File: src/verilog/umc_defines.svh
`ifndef UMC_DEFINES_SVH
`define UMC_DEFINES_SVH
// ==========================================================
// register byte offsets
`define UMC_OFF_CTRL    8'h00
`define UMC_OFF_ASTAT   8'h04
`define UMC_OFF_REQ     8'h08
`define UMC_OFF_M4TX    8'h0c
`define UMC_OFF_M4RX    8'h10
`define UMC_OFF_M56TX   8'h14
`define UMC_OFF_M56RX   8'h18
`define UMC_OFF_FEBE    8'h1c
`define UMC_OFF_NEBE    8'h20
`define UMC_OFF_EOC     8'h24
`define UMC_OFF_MODE    8'h28
`define UMC_OFF_ISTAT   8'h2c
`define UMC_OFF_IMASK   8'h30
// ==========================================================
// field positions
`define UMC_CTRL_SWRST  3
`define UMC_ST_LINKUP   3
`define UMC_ST_ERR      2
`define UMC_ST_SFS      1
`define UMC_ST_AIP      0
`define UMC_REQ_ACT     2
`define UMC_REQ_CE      0
`define UMC_MODE_AUTO   0
`define UMC_MODE_TRI    1
`define UMC_IRQ_ACT     0
`define UMC_IRQ_M4      1
`define UMC_IRQ_EOC     2
// ==========================================================
// reset values and codes
`define UMC_RST_BYTE    8'hff
`define UMC_RST_EOC     9'h1ff
`define UMC_EOC_RTN     9'h1ff
`define UMC_EOC_LOOP2   9'h150
`define UMC_CNT_DUAL    2'h2
`define UMC_CNT_TRI     2'h3
`define UMC_CNT_MAX     8'hff
`endif

File: src/verilog/umc_pkg.sv
package umc_pkg;
    // ==========================================================
    // line side, from the transceiver core on clk_i
    typedef struct packed {
        logic       frame;      // one-cycle pulse per received frame
        logic [7:0] m4;         // raw received m4 bits, act at 7
        logic [7:0] m56;        // raw received m5/m6 bits
        logic [8:0] eoc;        // raw received eoc message
        logic       febe_err;   // far-end block error pulse
        logic       nebe_err;   // near-end block error pulse
        logic       wakeup;     // wakeup tone detected
        logic       superframe_sync_flag;        // superframe sync held
        logic       linkup;     // link established
        logic       err_ind;    // error indication level
        logic       deact_done; // deactivation confirmed
    } umc_line_rx_type;
    // ==========================================================
    // line side, toward the transceiver core
    typedef struct packed {
        logic [7:0] m4;
        logic [7:0] m56;
        logic [8:0] eoc;
        logic       transparent;
        logic       warm_start;
        logic       loopback;
        logic       act_req;
    } umc_line_tx_type;
    // ==========================================================
    // activation states, one-hot
    typedef enum logic [6:0] {
        ST_IDLE     = 7'h01,
        ST_ACTING   = 7'h02,
        ST_SYNCED   = 7'h04,
        ST_LINKED   = 7'h08,
        ST_SYNC_LEVEL3_TRANSPARENT_STATE     = 7'h10,
        ST_NORMAL   = 7'h20,
        ST_TEARDOWN = 7'h40
    } umc_state_type;
endpackage

File: src/verilog/umc_consec_check.sv
`timescale 1ns/1ps
`include "umc_defines.svh"
// ==========================================================
// consecutive-equal checker: a value counts once it was
// received need_i frames in a row
module umc_consec_check #(
    parameter int W = 8
) (
    input  wire logic         clk_i,
    input  wire logic         rst_i,
    input  wire logic         frame_i,
    input  wire logic [W-1:0] data_i,
    input  wire logic [1:0]   need_i,
    output logic      [W-1:0] data_o,
    output logic              upd_o
);
    logic [W-1:0] cand_r; // last received value
    logic [1:0]   cnt_r;  // frames in a row with cand_r
    logic [1:0]   cnt_nxt;
    logic         same;
    logic         hit;

    // saturating count, restart on a differing frame
    assign same    = (data_i == cand_r);
    assign cnt_nxt = !same ? 2'h1 : (cnt_r == 2'h3) ? 2'h3 : 2'(cnt_r + 2'h1);
    assign hit     = frame_i && (cnt_nxt >= need_i) && (data_i != data_o);

    // ==========================================================
    // candidate tracking and validated output
    always_ff @(posedge clk_i) begin
        if (rst_i) begin
            cand_r <= '1;
            cnt_r  <= 2'h0;
            data_o <= '1;
            upd_o  <= 1'b0;
        end else begin
            upd_o <= hit;
            if (frame_i) begin
                cand_r <= data_i;
                cnt_r  <= cnt_nxt;
            end
            if (hit) begin
                data_o <= data_i;
            end
        end
    end
endmodule

File: src/verilog/umc_maint_ctrl.sv
// Our own choices: the address map and the Wishbone slave port.
`timescale 1ns/1ps
`include "umc_defines.svh"
module umc_maint_ctrl
    import umc_pkg::*;
(
    input  wire logic            clk_i,
    input  wire logic            rst_i,
    input  wire logic            cyc_i,
    input  wire logic            stb_i,
    input  wire logic            we_i,
    input  wire logic [7:0]      adr_i,
    input  wire logic [3:0]      sel_i,
    input  wire logic [31:0]     dat_i,
    output logic      [31:0]     dat_o,
    output logic                 ack_o,
    input  wire umc_line_rx_type line_rx_i,
    output umc_line_tx_type      line_tx_o,
    output logic                 irq_o
);
    // ==========================================================
    // software registers
    logic [3:0]    ctrl_r;   // control nibble
    logic [3:0]    req_r;    // request nibble
    logic [7:0]    m4tx_r;   // m4 transmit byte
    logic [7:0]    m56tx_r;  // m5/m6 transmit byte
    logic [8:0]    eoc_r;    // embedded operations, software side
    logic [1:0]    mode_r;   // eoc auto, m4 trinal
    logic [2:0]    imask_r;  // interrupt mask
    // ==========================================================
    // block state
    logic [2:0]    istat_r;  // sticky interrupt status
    logic [3:0]    astat_r;  // activation status nibble
    logic [7:0]    febe_r;   // far-end error count
    logic [7:0]    nebe_r;   // near-end error count
    logic          warm_r;   // warm start enabled
    logic          loop_r;   // eoc loopback active
    logic [8:0]    eoc_ack_r; // echoed message in auto mode
    umc_state_type state_r;
    umc_state_type state_nxt;
    // ==========================================================
    // bus decode
    logic       req_take; // request taken this edge
    logic       wr_en;
    logic       lane0;
    logic       lane1;
    logic       int_rst;  // power-up or software reset
    logic       hit_ctrl, hit_req, hit_m4tx, hit_m56tx, hit_febe;
    logic       hit_nebe, hit_eoc, hit_mode, hit_istat, hit_imask;
    logic [31:0] rd_data;
    assign req_take  = cyc_i && stb_i && !ack_o;
    assign wr_en     = req_take && we_i;
    assign lane0     = sel_i[0];
    assign lane1     = sel_i[1];
    assign int_rst   = rst_i || ctrl_r[`UMC_CTRL_SWRST];
    assign hit_ctrl  = (adr_i == `UMC_OFF_CTRL);
    assign hit_req   = (adr_i == `UMC_OFF_REQ);
    assign hit_m4tx  = (adr_i == `UMC_OFF_M4TX);
    assign hit_m56tx = (adr_i == `UMC_OFF_M56TX);
    assign hit_febe  = (adr_i == `UMC_OFF_FEBE);
    assign hit_nebe  = (adr_i == `UMC_OFF_NEBE);
    assign hit_eoc   = (adr_i == `UMC_OFF_EOC);
    assign hit_mode  = (adr_i == `UMC_OFF_MODE);
    assign hit_istat = (adr_i == `UMC_OFF_ISTAT);
    assign hit_imask = (adr_i == `UMC_OFF_IMASK);
    // ==========================================================
    // received maintenance channels
    logic [2:0] m4_tri_val;  // act, dea, uoa
    logic [4:0] m4_dual_val; // remaining m4 bits
    logic [8:0] eoc_val;
    logic       tri_upd, dual_upd, eoc_upd;
    logic [7:0] m56rx_r;
    logic [1:0] tri_need;
    logic [7:0] m4_rx;
    // only act, dea, uoa may be trinal checked
    assign tri_need = mode_r[`UMC_MODE_TRI] ? `UMC_CNT_TRI : `UMC_CNT_DUAL;
    assign m4_rx    = {m4_tri_val, m4_dual_val};
    umc_consec_check #(.W(3)) u_m4_tri (
        .clk_i  (clk_i),
        .rst_i  (int_rst),
        .frame_i(line_rx_i.frame),
        .data_i (line_rx_i.m4[7:5]),
        .need_i (tri_need),
        .data_o (m4_tri_val),
        .upd_o  (tri_upd)
    );
    umc_consec_check #(.W(5)) u_m4_dual (
        .clk_i  (clk_i),
        .rst_i  (int_rst),
        .frame_i(line_rx_i.frame),
        .data_i (line_rx_i.m4[4:0]),
        .need_i (`UMC_CNT_DUAL),
        .data_o (m4_dual_val),
        .upd_o  (dual_upd)
    );
    // eoc is always trinal checked before use
    umc_consec_check #(.W(9)) u_eoc (
        .clk_i  (clk_i),
        .rst_i  (int_rst),
        .frame_i(line_rx_i.frame),
        .data_i (line_rx_i.eoc),
        .need_i (`UMC_CNT_TRI),
        .data_o (eoc_val),
        .upd_o  (eoc_upd)
    );
    // ==========================================================
    // activation state machine
    logic rx_act;      // validated far-end act
    logic rx_dea_req;  // far end intends to deactivate (dea low)
    logic warm_en_st;  // current state enables warm start
    logic in_link;
    assign rx_act     = m4_tri_val[2];
    assign rx_dea_req = !m4_tri_val[1];
    assign warm_en_st = state_r[2] | state_r[3] | state_r[4] | state_r[5];
    assign in_link    = warm_en_st;
    always_comb begin
        state_nxt = state_r;
        unique case (state_r)
            ST_IDLE: begin
                if (req_r[`UMC_REQ_ACT] || line_rx_i.wakeup) begin
                    state_nxt = ST_ACTING;
                end
            end
            ST_ACTING: begin
                if (line_rx_i.superframe_sync_flag) begin
                    state_nxt = ST_SYNCED;
                end
            end
            ST_SYNCED: begin
                if (line_rx_i.linkup) begin
                    state_nxt = ST_LINKED;
                end
            end
            ST_LINKED: begin
                if (rx_act) begin
                    state_nxt = ST_SYNC_LEVEL3_TRANSPARENT_STATE;
                end
            end
            ST_SYNC_LEVEL3_TRANSPARENT_STATE: begin
                if (req_r[`UMC_REQ_CE]) begin
                    state_nxt = ST_NORMAL;
                end
            end
            ST_NORMAL: begin
                if (!req_r[`UMC_REQ_CE]) begin
                    state_nxt = ST_SYNC_LEVEL3_TRANSPARENT_STATE;
                end
            end
            ST_TEARDOWN: begin
                if (line_rx_i.deact_done) begin
                    state_nxt = ST_IDLE;
                end
            end
            default: begin
                state_nxt = ST_IDLE;
            end
        endcase
        // deactivation and sync loss override the above
        if (in_link && rx_dea_req) begin
            state_nxt = ST_TEARDOWN;
        end else if (in_link && !line_rx_i.superframe_sync_flag) begin
            state_nxt = ST_ACTING;
        end
    end

    // ==========================================================
    // state, warm start and status nibble
    always_ff @(posedge clk_i) begin
        if (int_rst) begin
            state_r <= ST_IDLE;
            warm_r  <= 1'b0;
            astat_r <= 4'h0;
        end else begin
            state_r <= state_nxt;
            // any transition except enabling state to teardown clears it
            if (state_nxt != state_r) begin
                warm_r <= warm_en_st && (state_nxt == ST_TEARDOWN);
            end
            astat_r[`UMC_ST_LINKUP] <= state_r[3] | state_r[4] | state_r[5];
            astat_r[`UMC_ST_ERR]    <= line_rx_i.err_ind;
            astat_r[`UMC_ST_SFS]    <= warm_en_st;
            astat_r[`UMC_ST_AIP]    <= state_r[1] | state_r[2] | state_r[3];
        end
    end
    // ==========================================================
    // software writable registers, reset by power-up only
    always_ff @(posedge clk_i) begin
        if (rst_i) begin
            ctrl_r  <= 4'h0;
            req_r   <= 4'h0;
            m4tx_r  <= `UMC_RST_BYTE;
            m56tx_r <= `UMC_RST_BYTE;
            eoc_r   <= `UMC_RST_EOC;
            mode_r  <= 2'h0;
            imask_r <= 3'h0;
        end else if (wr_en) begin
            if (lane0 && hit_ctrl)  ctrl_r  <= dat_i[3:0];
            if (lane0 && hit_req)   req_r   <= dat_i[3:0];
            if (lane0 && hit_m4tx)  m4tx_r  <= dat_i[7:0];
            if (lane0 && hit_m56tx) m56tx_r <= dat_i[7:0];
            if (lane0 && hit_mode)  mode_r  <= dat_i[1:0];
            if (lane0 && hit_imask) imask_r <= dat_i[2:0];
            if (hit_eoc && lane0)   eoc_r[7:0] <= dat_i[7:0];
            if (hit_eoc && lane1)   eoc_r[8]   <= dat_i[8];
        end
    end
    // ==========================================================
    // block error counters: no sync gating, so counts survive
    // a temporary loss of sync; a write loads the value
    logic febe_wr, nebe_wr;
    assign febe_wr = wr_en && lane0 && hit_febe;
    assign nebe_wr = wr_en && lane0 && hit_nebe;
    always_ff @(posedge clk_i) begin
        if (int_rst) begin
            febe_r <= 8'h00;
            nebe_r <= 8'h00;
        end else begin
            if (febe_wr) begin
                febe_r <= dat_i[7:0];
            end else if (line_rx_i.febe_err && febe_r != `UMC_CNT_MAX) begin
                febe_r <= 8'(febe_r + 8'h01);
            end
            if (nebe_wr) begin
                nebe_r <= dat_i[7:0];
            end else if (line_rx_i.nebe_err && nebe_r != `UMC_CNT_MAX) begin
                nebe_r <= 8'(nebe_r + 8'h01);
            end
        end
    end
    // ==========================================================
    // received m5/m6 taken every frame, and automatic eoc
    always_ff @(posedge clk_i) begin
        if (int_rst) begin
            m56rx_r   <= `UMC_RST_BYTE;
            loop_r    <= 1'b0;
            eoc_ack_r <= `UMC_RST_EOC;
        end else begin
            if (line_rx_i.frame) begin
                m56rx_r <= line_rx_i.m56;
            end
            // auto mode: executes and acknowledges checked messages
            if (eoc_upd && mode_r[`UMC_MODE_AUTO]) begin
                eoc_ack_r <= eoc_val;
                if (eoc_val == `UMC_EOC_LOOP2) begin
                    loop_r <= 1'b1;
                end else if (eoc_val == `UMC_EOC_RTN) begin
                    loop_r <= 1'b0;
                end
            end
        end
    end

    // ==========================================================
    // interrupts: set wins over a write-one clear
    logic [2:0] ev;
    logic [2:0] istat_clr;
    logic [2:0] istat_nxt;
    assign ev[`UMC_IRQ_ACT] = (state_nxt != state_r);
    assign ev[`UMC_IRQ_M4]  = tri_upd || dual_upd;
    assign ev[`UMC_IRQ_EOC] = eoc_upd;
    assign istat_clr = (wr_en && lane0 && hit_istat) ? dat_i[2:0] : 3'h0;
    assign istat_nxt = (istat_r & ~istat_clr) | ev;
    always_ff @(posedge clk_i) begin
        if (int_rst) begin
            istat_r <= 3'h0;
            irq_o   <= 1'b0;
        end else begin
            istat_r <= istat_nxt;
            irq_o   <= |(istat_nxt & imask_r);
        end
    end

    // ==========================================================
    // read mux; unmapped offsets read zero but still ack
    assign rd_data =
        hit_ctrl  ? {28'h0, ctrl_r} :
        (adr_i == `UMC_OFF_ASTAT) ? {28'h0, astat_r} :
        hit_req   ? {28'h0, req_r} :
        hit_m4tx  ? {24'h0, m4tx_r} :
        (adr_i == `UMC_OFF_M4RX)  ? {24'h0, m4_rx} :
        hit_m56tx ? {24'h0, m56tx_r} :
        (adr_i == `UMC_OFF_M56RX) ? {24'h0, m56rx_r} :
        hit_febe  ? {24'h0, febe_r} :
        hit_nebe  ? {24'h0, nebe_r} :
        hit_eoc   ? {23'h0, eoc_val} :
        hit_mode  ? {30'h0, mode_r} :
        hit_istat ? {29'h0, istat_r} :
        hit_imask ? {29'h0, imask_r} : 32'h0;
    // single-wait-state slave: ack one cycle after the take
    always_ff @(posedge clk_i) begin
        if (rst_i) begin
            ack_o <= 1'b0;
            dat_o <= 32'h0;
        end else begin
            ack_o <= req_take;
            if (req_take) begin
                dat_o <= rd_data;
            end
        end
    end

    // ==========================================================
    // line transmit side, all registered
    always_ff @(posedge clk_i) begin
        if (int_rst) begin
            line_tx_o <= '0;
        end else begin
            // state changes never rewrite m4: it mirrors software
            line_tx_o.m4          <= m4tx_r;
            line_tx_o.m56         <= m56tx_r;
            line_tx_o.eoc         <= mode_r[`UMC_MODE_AUTO] ? eoc_ack_r : eoc_r;
            line_tx_o.transparent <= state_r[4] | state_r[5];
            line_tx_o.warm_start  <= warm_r;
            line_tx_o.loopback    <= loop_r;
            line_tx_o.act_req     <= req_r[`UMC_REQ_ACT];
        end
    end
endmodule

File: config.mk
export PLATFORM = sky130hd
export DESIGN_NAME = umc_maint_ctrl
export DESIGN_NICKNAME = d
export VERILOG_FILES = /design/src/verilog/umc_pkg.sv /design/src/verilog/umc_consec_check.sv /design/src/verilog/umc_maint_ctrl.sv
export VERILOG_INCLUDE_DIRS = /design/src /design/src/verilog
export SDC_FILE = /design/constraint.sdc
export NUM_CORES = 1
export LEC_CHECK = 0
export ABC_AREA = 1
export BUFFER_PORTS_ARGS = -buffer_cell sky130_fd_sc_hd__buf_2
export CAP_MARGIN = 20
export CORE_ASPECT_RATIO = 0.6
export CORE_MARGIN = 2
export CORE_UTILIZATION = 58
export CTS_BUF_LIST = sky130_fd_sc_hd__clkbuf_4 sky130_fd_sc_hd__clkbuf_8
export CTS_CLUSTER_SIZE = 16
export DETAILED_ROUTE_END_ITERATION = 12
export GPL_ROUTABILITY_DRIVEN = 0
export GPL_TIMING_DRIVEN = 1
export HOLD_SLACK_MARGIN = 0.03
export PLACE_DENSITY = 0.83
export SLEW_MARGIN = 20
export SYNTH_ARGS = -nofsm -noshare
export SYNTH_HDL_FRONTEND = slang
export SYNTH_SLANG_ARGS = --single-unit
File: constraint.sdc
create_clock -name clk_i -period 2.45 [get_ports clk_i]
set_clock_uncertainty 0.15 [all_clocks]
set_input_delay 0.245 -clock clk_i [delete_from_list [all_inputs] [get_ports clk_i]]
set_output_delay 0.245 -clock clk_i [all_outputs]
set_load 0.05 [all_outputs]
==> flow_summary_export.csv, run 1 <==
group,metric,value,unit
final_layout,seqCellArea,3403,um^2
clock_network,cts.sinks,170,
final_layout,drive_gt1_share,16.99,%
grt,grt_overflow,0,
worst_setup_path,worstPathMaxFanout,7,
die,die_w,155.8,um
power,power.density,608.4,nW/um^2
route,ant_nets,0,
route,via_count,7946,
timing,rsz0062_at_grt,"no",
power,swShare,29.39,%
synth,synth_fa_ha_area_share,0.4682,%
clock_network,clock_path_buffers,2,
synth,synth-edff-count,0,
timing,hold_slack,0.05317,ns
synth,ys_types,49,
grt,grt_pass1_vias,6941,
power,p_int,4.030,mW
timing,hold_viol,0,
timing,finalSetupViolCount,0,
timing,slew_headroom,51.58,%
route,drtIter0Drc,849,
power,p_switching,1.678,mW
route,via_per_inst,5.631,
synth,synth_area,8016,um^2
worst_setup_path,startpoint,"adr_i[0]",
synth,synth_cells,1091,
worst_setup_path,r2r_slack,0.22,ns
synth,yosysMostFrequentCell,"nand2_1",
placement,dp_hpwl,15770,um
die,pin_count,145,
die,start_util,59.01,%
power,p_seq_share,50.9,%
power,vdd_drop_max,0.0004169,V
power,clockPowerShare,35.5,%
timing,fin_tns_setup,0,ns
route,wl_per_cell,15.77,um
final_layout,areaGrowthSynthToFinish,17.03,%
grt,grt_pass1_wl,35060,um
die,dieHeight,95.07,um
worst_setup_path,path_class,"input port to flop",
min_path,min_path_type,"input port to flop",
worst_setup_path,critical_path_required,2.71,ns
synth,seq_area_frac_synth,42.45,%
synth,yosys_warnings,0,
synth,synth_area_leader_cell,"dfxtp_1",
clock_network,post_cts_resized,0,
worst_setup_path,worst_setup_path_start_kind,"input port",
route,route.detailed.drc,0,
power,power.leakage,4.572,nW
route,drt-pass1-iter-count,6,
synth,synth_compound_area_share,14.67,%
clock_network,clkLatencyLatePin,0.46,ns
route,wl,22260,um
worst_setup_path,reg2reg_from,"ack_o",
flow_run,drv_cap,0,
clock_network,cts_buffers,17,
synth,synth_top_family_by_area,"simple AND/OR/NAND/NOR gates",
synth,avgSynthCellArea,7.348,um^2
synth,yosysTopAreaCellShare,42.45,%
timing,max_freq,0.4463,GHz
worst_setup_path,critPathCaptureType,"flop",
clock_network,htreeDepth,4,
synth,synth_common_cells,"nand2_1, dfxtp_1, inv_1",
worst_setup_path,timing.rr.end,"eoc_r[8]",
timing,post-route-min-period,2.240,ns
timing,finalCritPeriodShare,91.45,%
final_layout,antenna_cells,0,
worst_setup_path,setup.worst_path.end,"eoc_r[8]",
worst_setup_path,r2r_cells,7,
clock_network,cts_root_buffer,"clkbuf_8",
grt,antenna_found_initial,0,
placement,portBuffers,96,
run_status,status,"finished, final reports clean",
synth,netlist_top_cells_area,"dfxtp_1, nand2_1, nand3_1",
synth,postSynth.asyncResetShare,0,%
final_layout,fin_nets,1308,
grt,track_usage,30.30,%
synth,synth.area.mux_share,0,%
synth,synth_flop_cell,"dfxtp_1",
timing,tightest_slew,0.7263,ns
die,rows,33,
final_layout,multi_input_area,3924,um^2
synth,synth-seq-cells,170,
synth,synth-xor-area-share,3.168,%
die,dieArea,14810,um^2
timing,slew_violations,0,
worst_setup_path,arrival,2.50,ns
clock_network,cts.clk_slew.worst_paths,0.09,ns
clock_network,tritoncts,"yes",
final_layout,nFillCells,1095,
grt,grt_max_degree,70,
die,core_area,13580,um^2
power,pwr-share-comb,13.5,%
synth,yosys.area_share.simple,29.47,%
critical path: stages:
cell           delay, ns
buf_2               0.10
inv_1               0.04
nand2_1             0.09
nor2_1              0.22
nand2_1             0.27
inv_2               0.21
nand4_1             0.10
dlygate4sd3_1       0.57
nand3_1             0.09
dlygate4sd3_1       0.55
cell usage in the layout (no fill, tap or decap), types with 16 or more instances in the layout:
cell type      count
clkbuf_8          17
nand2_1          265
inv_2             20
dlygate4sd3_1     39
nand2_2           16
nand3_1           90
dfxtp_1          170
buf_2             96
conb_1            23
o211ai_1          43
a21oi_1           64
o21ai_0           32
o21ai_1           16
inv_1             95
nor2_1            87
flip-flops by register name, indices dropped and copies added, names as in the netlist, 9 cells and up:
| name | count |
|---|---|
| eoc_r | 9 |
| line_tx_o | 29 |
| u_eoc.data_o | 9 |
| eoc_ack_r | 9 |
| u_eoc.cand_r | 9 |
| dat_o | 9 |
worst min-delay path by stage:
stage,start,end,slack (ns),depth (start not counted)
after floorplan,line_rx_i[7],u_eoc.data_o[0],0.21,2
after global placement,loop_r,line_tx_o[1],0.28,2
after detailed placement,loop_r,line_tx_o[1],0.28,2
after CTS,dat_i[4],nebe_r[4],0.04,3
after global routing,dat_i[6],eoc_r[6],0.06,3
final,dat_i[4],nebe_r[4],0.05,3
layer usage:
| metal | global-route usage [%] | wire length (um) | vias up |
|---|---|---|---|
| met3 | 8.636 | 2604 | 61 |
| met2 | 45.46 | 9330 | 420 |
| met5 | 0 | 0 | - |
| li1 | - | - | 3832 |
| met1 | 42.43 | 9811 | 3633 |
| met4 | 9.633 | 510 | 0 |
logic make-up after synthesis:
logic type,Yosys count
flip-flops,170
buffers and inverters,178
XOR/XNOR,29
AND/OR/NAND/NOR,519
other,1
adder cells (fa/ha/maj),3
AO/OA/AOI/OAI,191
power by group through the flow:
stage	Clock [mW]	Sequential (mW)	Combinational [mW]
3_3_place_gp	0	2.96	0.694
3_5_place_dp	0	2.97	0.706
4_1_cts	2.03	2.90	0.756
5_1_grt	2.15	2.91	0.833
6_report	2.03	2.91	0.773
2_1_floorplan	0	3.05	0.450
cell type report:
class | count | share of cell area (%)
timing repair buffer | 148 | 10.46
tap | 175 | 2.334
clock buffer | 18 | 2.574
sequential | 170 | 36.28
clock inverter | 14 | 1.694
inverter | 121 | 4.841
multi-input combinational | 765 | 41.82
metrics by stage:
stage	cells	total power [mW]	area [um^2]	setup WS, ns	utilization (%)
detailed placement	1340	3.673	8591	0.3363	63.24
floorplan	1113	3.498	8099	0.5692	-
CTS	1411	5.690	9382	0.2525	69.06
global placement	1340	3.658	8591	0.3895	63.24
finish	1411	5.708	9382	0.2095	69.06
global route	1411	5.896	9382	0.04295	69.06
what timing repair did:
action / 4_1_cts / 5_1_grt
endpoints found under the hold margin: 61 / 0
buffers inserted: 0 / 0
hold buffers: 39 / 0
Power figures use the tool's default switching activity.
==> run 2: changes to the inputs <==
Settings changed: CORE_ASPECT_RATIO 0.6 to 0.8.
==> run 2 against run 1 <==
Effect of this change: via count fell by 0.91%; total power shrank 2.7%; maximum frequency shrank 2.2%; critical path type unchanged.
==> flow_summary_export.csv, run 2 (same netlist as run 1, synthesis figures left out) <==
group,metric,value,unit
clock_network,tritoncts,"yes",
final_layout,antenna_cells,0,
worst_setup_path,critPathCaptureType,"flop",
worst_setup_path,timing.rr.end,"eoc_r[8]",
worst_setup_path,startpoint,"adr_i[7]",
worst_setup_path,path_delay_family,"buffers and inverters",
route,drtIter0Drc,726,
die,pin_count,145,
timing,finalSetupViolCount,0,
clock_network,cts_root_buffer,"clkbuf_8",
power,power.leakage,4.567,nW
worst_setup_path,critical_path_required,2.70,ns
grt,grt_pass1_vias,6974,
die,die_w,135.4,um
power,p_total,5.551,mW
route,via_per_inst,5.541,
power,vdd_drop_max,0.0004130,V
grt,grt_pass1_wl,34090,um
timing,finalCritPeriodShare,93.48,%
worst_setup_path,arrival,2.54,ns
placement,pre_cts_slack,0.3308,ns
timing,slew_violations,0,
worst_setup_path,worst_setup_path_start_kind,"input port",
worst_setup_path,crit_cells,11,
grt,track_usage,29.59,%
timing,rsz0062_at_grt,"no",
timing,hold_viol,0,
final_layout,mostFrequentLayoutCell,"nand2_1",
worst_setup_path,cp_num_buf_inv,6,
final_layout,design_area,9395,um^2
die,core_area,13550,um^2
clock_network,cts.clk_slew.worst_paths,0.09,ns
worst_setup_path,r2r_slack,0.19,ns
die,rows,38,
worst_setup_path,r2r_cells,7,
final_layout,largest_reg_flops,29,
clock_network,cts_buffers,17,
placement,dp_cells,1347,
timing,tightest_slew,0.7559,ns
min_path,min_path_type,"input port to flop",
final_layout,top_register,"line_tx_o",
placement,dp_hpwl,15280,um
timing,layout_setup_ws,0.1597,ns
route,drt-pass1-iter-count,6,
placement,portBuffers,96,
final_layout,nFillCells,1092,
timing,fin_tns_setup,0,ns
grt,antenna_found_initial,0,
route,via_count,7874,
final_layout,drive_gt1_share,17.16,%
flow_run,drv_cap,0,
timing,post-route-min-period,2.290,ns
worst_setup_path,critical_path.max_stage_delay,0.58,ns
clock_network,postCtsSetupBuffers,0,
grt,grt_overflow,0,
power,power.density,590.8,nW/um^2
timing,max_freq,0.4366,GHz
timing,hold_slack,0.06970,ns
die,dieArea,14780,um^2
route,wl_per_cell,15.09,um
worst_setup_path,worstPathMaxFanout,11,
clock_network,cts.sinks,170,
final_layout,areaGrowthSynthToFinish,17.20,%
clock_network,clock_path_buffers,2,
final_layout,fin_nets,1313,
worst_setup_path,cp_cell_sequence,"buf_2, inv_1, nand2_1, nor2_1, buf_4, nand2_1, inv_2, nand4_1, dlygate4sd3_1, nand3_1, dlygate4sd3_1",
worst_setup_path,reg2reg_from,"ack_o",
route,ant_nets,0,
run_status,status,"finished, final reports clean",
die,dieHeight,109.2,um
worst_setup_path,slowest_stage,"dlygate4sd3_1",
final_layout,final_cell_mix,"nand2_1, dfxtp_1, buf_2, inv_1, nand3_1",
die,start_util,59.16,%
clock_network,htreeDepth,4,
route,wl,21450,um
final_layout,fin_cells,1421,
grt,grt_max_degree,70,
min_path,min_path_cells,5,
worst_setup_path,path_class,"input port to flop",
route,route.detailed.drc,0,
clock_network,clkLatencyLatePin,0.46,ns
timing,slew_headroom,49.60,%
worst_setup_path,setup.worst_path.end,"eoc_r[8]",
final_layout,final_util,69.34,%
placement,placed_area,8600,um^2
[run 2: cell count changes in the layout (fill, tap and decap cells not counted), sizes merged]
cell         delta
dlygate4sd3     +3
clkinvlp        +2
clkinv          -1
buf             +2
inv             +1
bufinv          -2
[run 2: layer usage]
| metal | up-vias | global-route usage [%] | share of wire [%] |
|---|---|---|---|
| met4 | 0 | 10.94 | 2.4 |
| met3 | 44 | 5.346 | 9.4 |
| met2 | 414 | 47.35 | 45 |
| met1 | 3583 | 40.28 | 43 |
| met5 | - | 0 | 0 |
| li1 | 3833 | - | - |
[run 2: worst min-delay path, stage by stage]
cell and delay (ns):
buf_2 0.12, nor2_1 0.08, o21ai_1 0.08, nand3_1 0.08, nor2_1 0.04
[run 2: report_power, final]
part	leakage, nW	total (mW)	switching (mW)	internal, mW
clock	0.186	1.88	1.12	0.757
combinational	2.99	0.766	0.522	0.244
sequential	1.39	2.91	0.0573	2.85
total	4.57	5.55	1.70	3.85
[run 2: cell type report]
class	instances	area [um^2]	area share, %
multi-input cells	765	3924	41.76
flip-flops and latches	170	3403	36.22
repair buffers	153	1013	10.79
inverters	121	457.9	4.874
clock buffers	18	241.5	2.570
well taps	180	225.2	2.397
clock inverters	14	130.1	1.385
[run 2: what timing repair did]
action                                  CTS  global route
endpoints found under the hold margin    74             0
endpoints found under the setup margin    0             1
gates resized for setup                   0             1
hold buffers                             42             0
[run 2: worst min-delay path by stage]
stage	start	to	slack [ns]
after floorplan	line_rx_i[7]	u_eoc.data_o[0]	0.21
after global placement	loop_r	line_tx_o[1]	0.27
after detailed placement	loop_r	line_tx_o[1]	0.28
after CTS	line_rx_i[3]	state_r[2]	0.05
after global routing	line_rx_i[3]	state_r[2]	0.1
final	line_rx_i[3]	state_r[2]	0.07
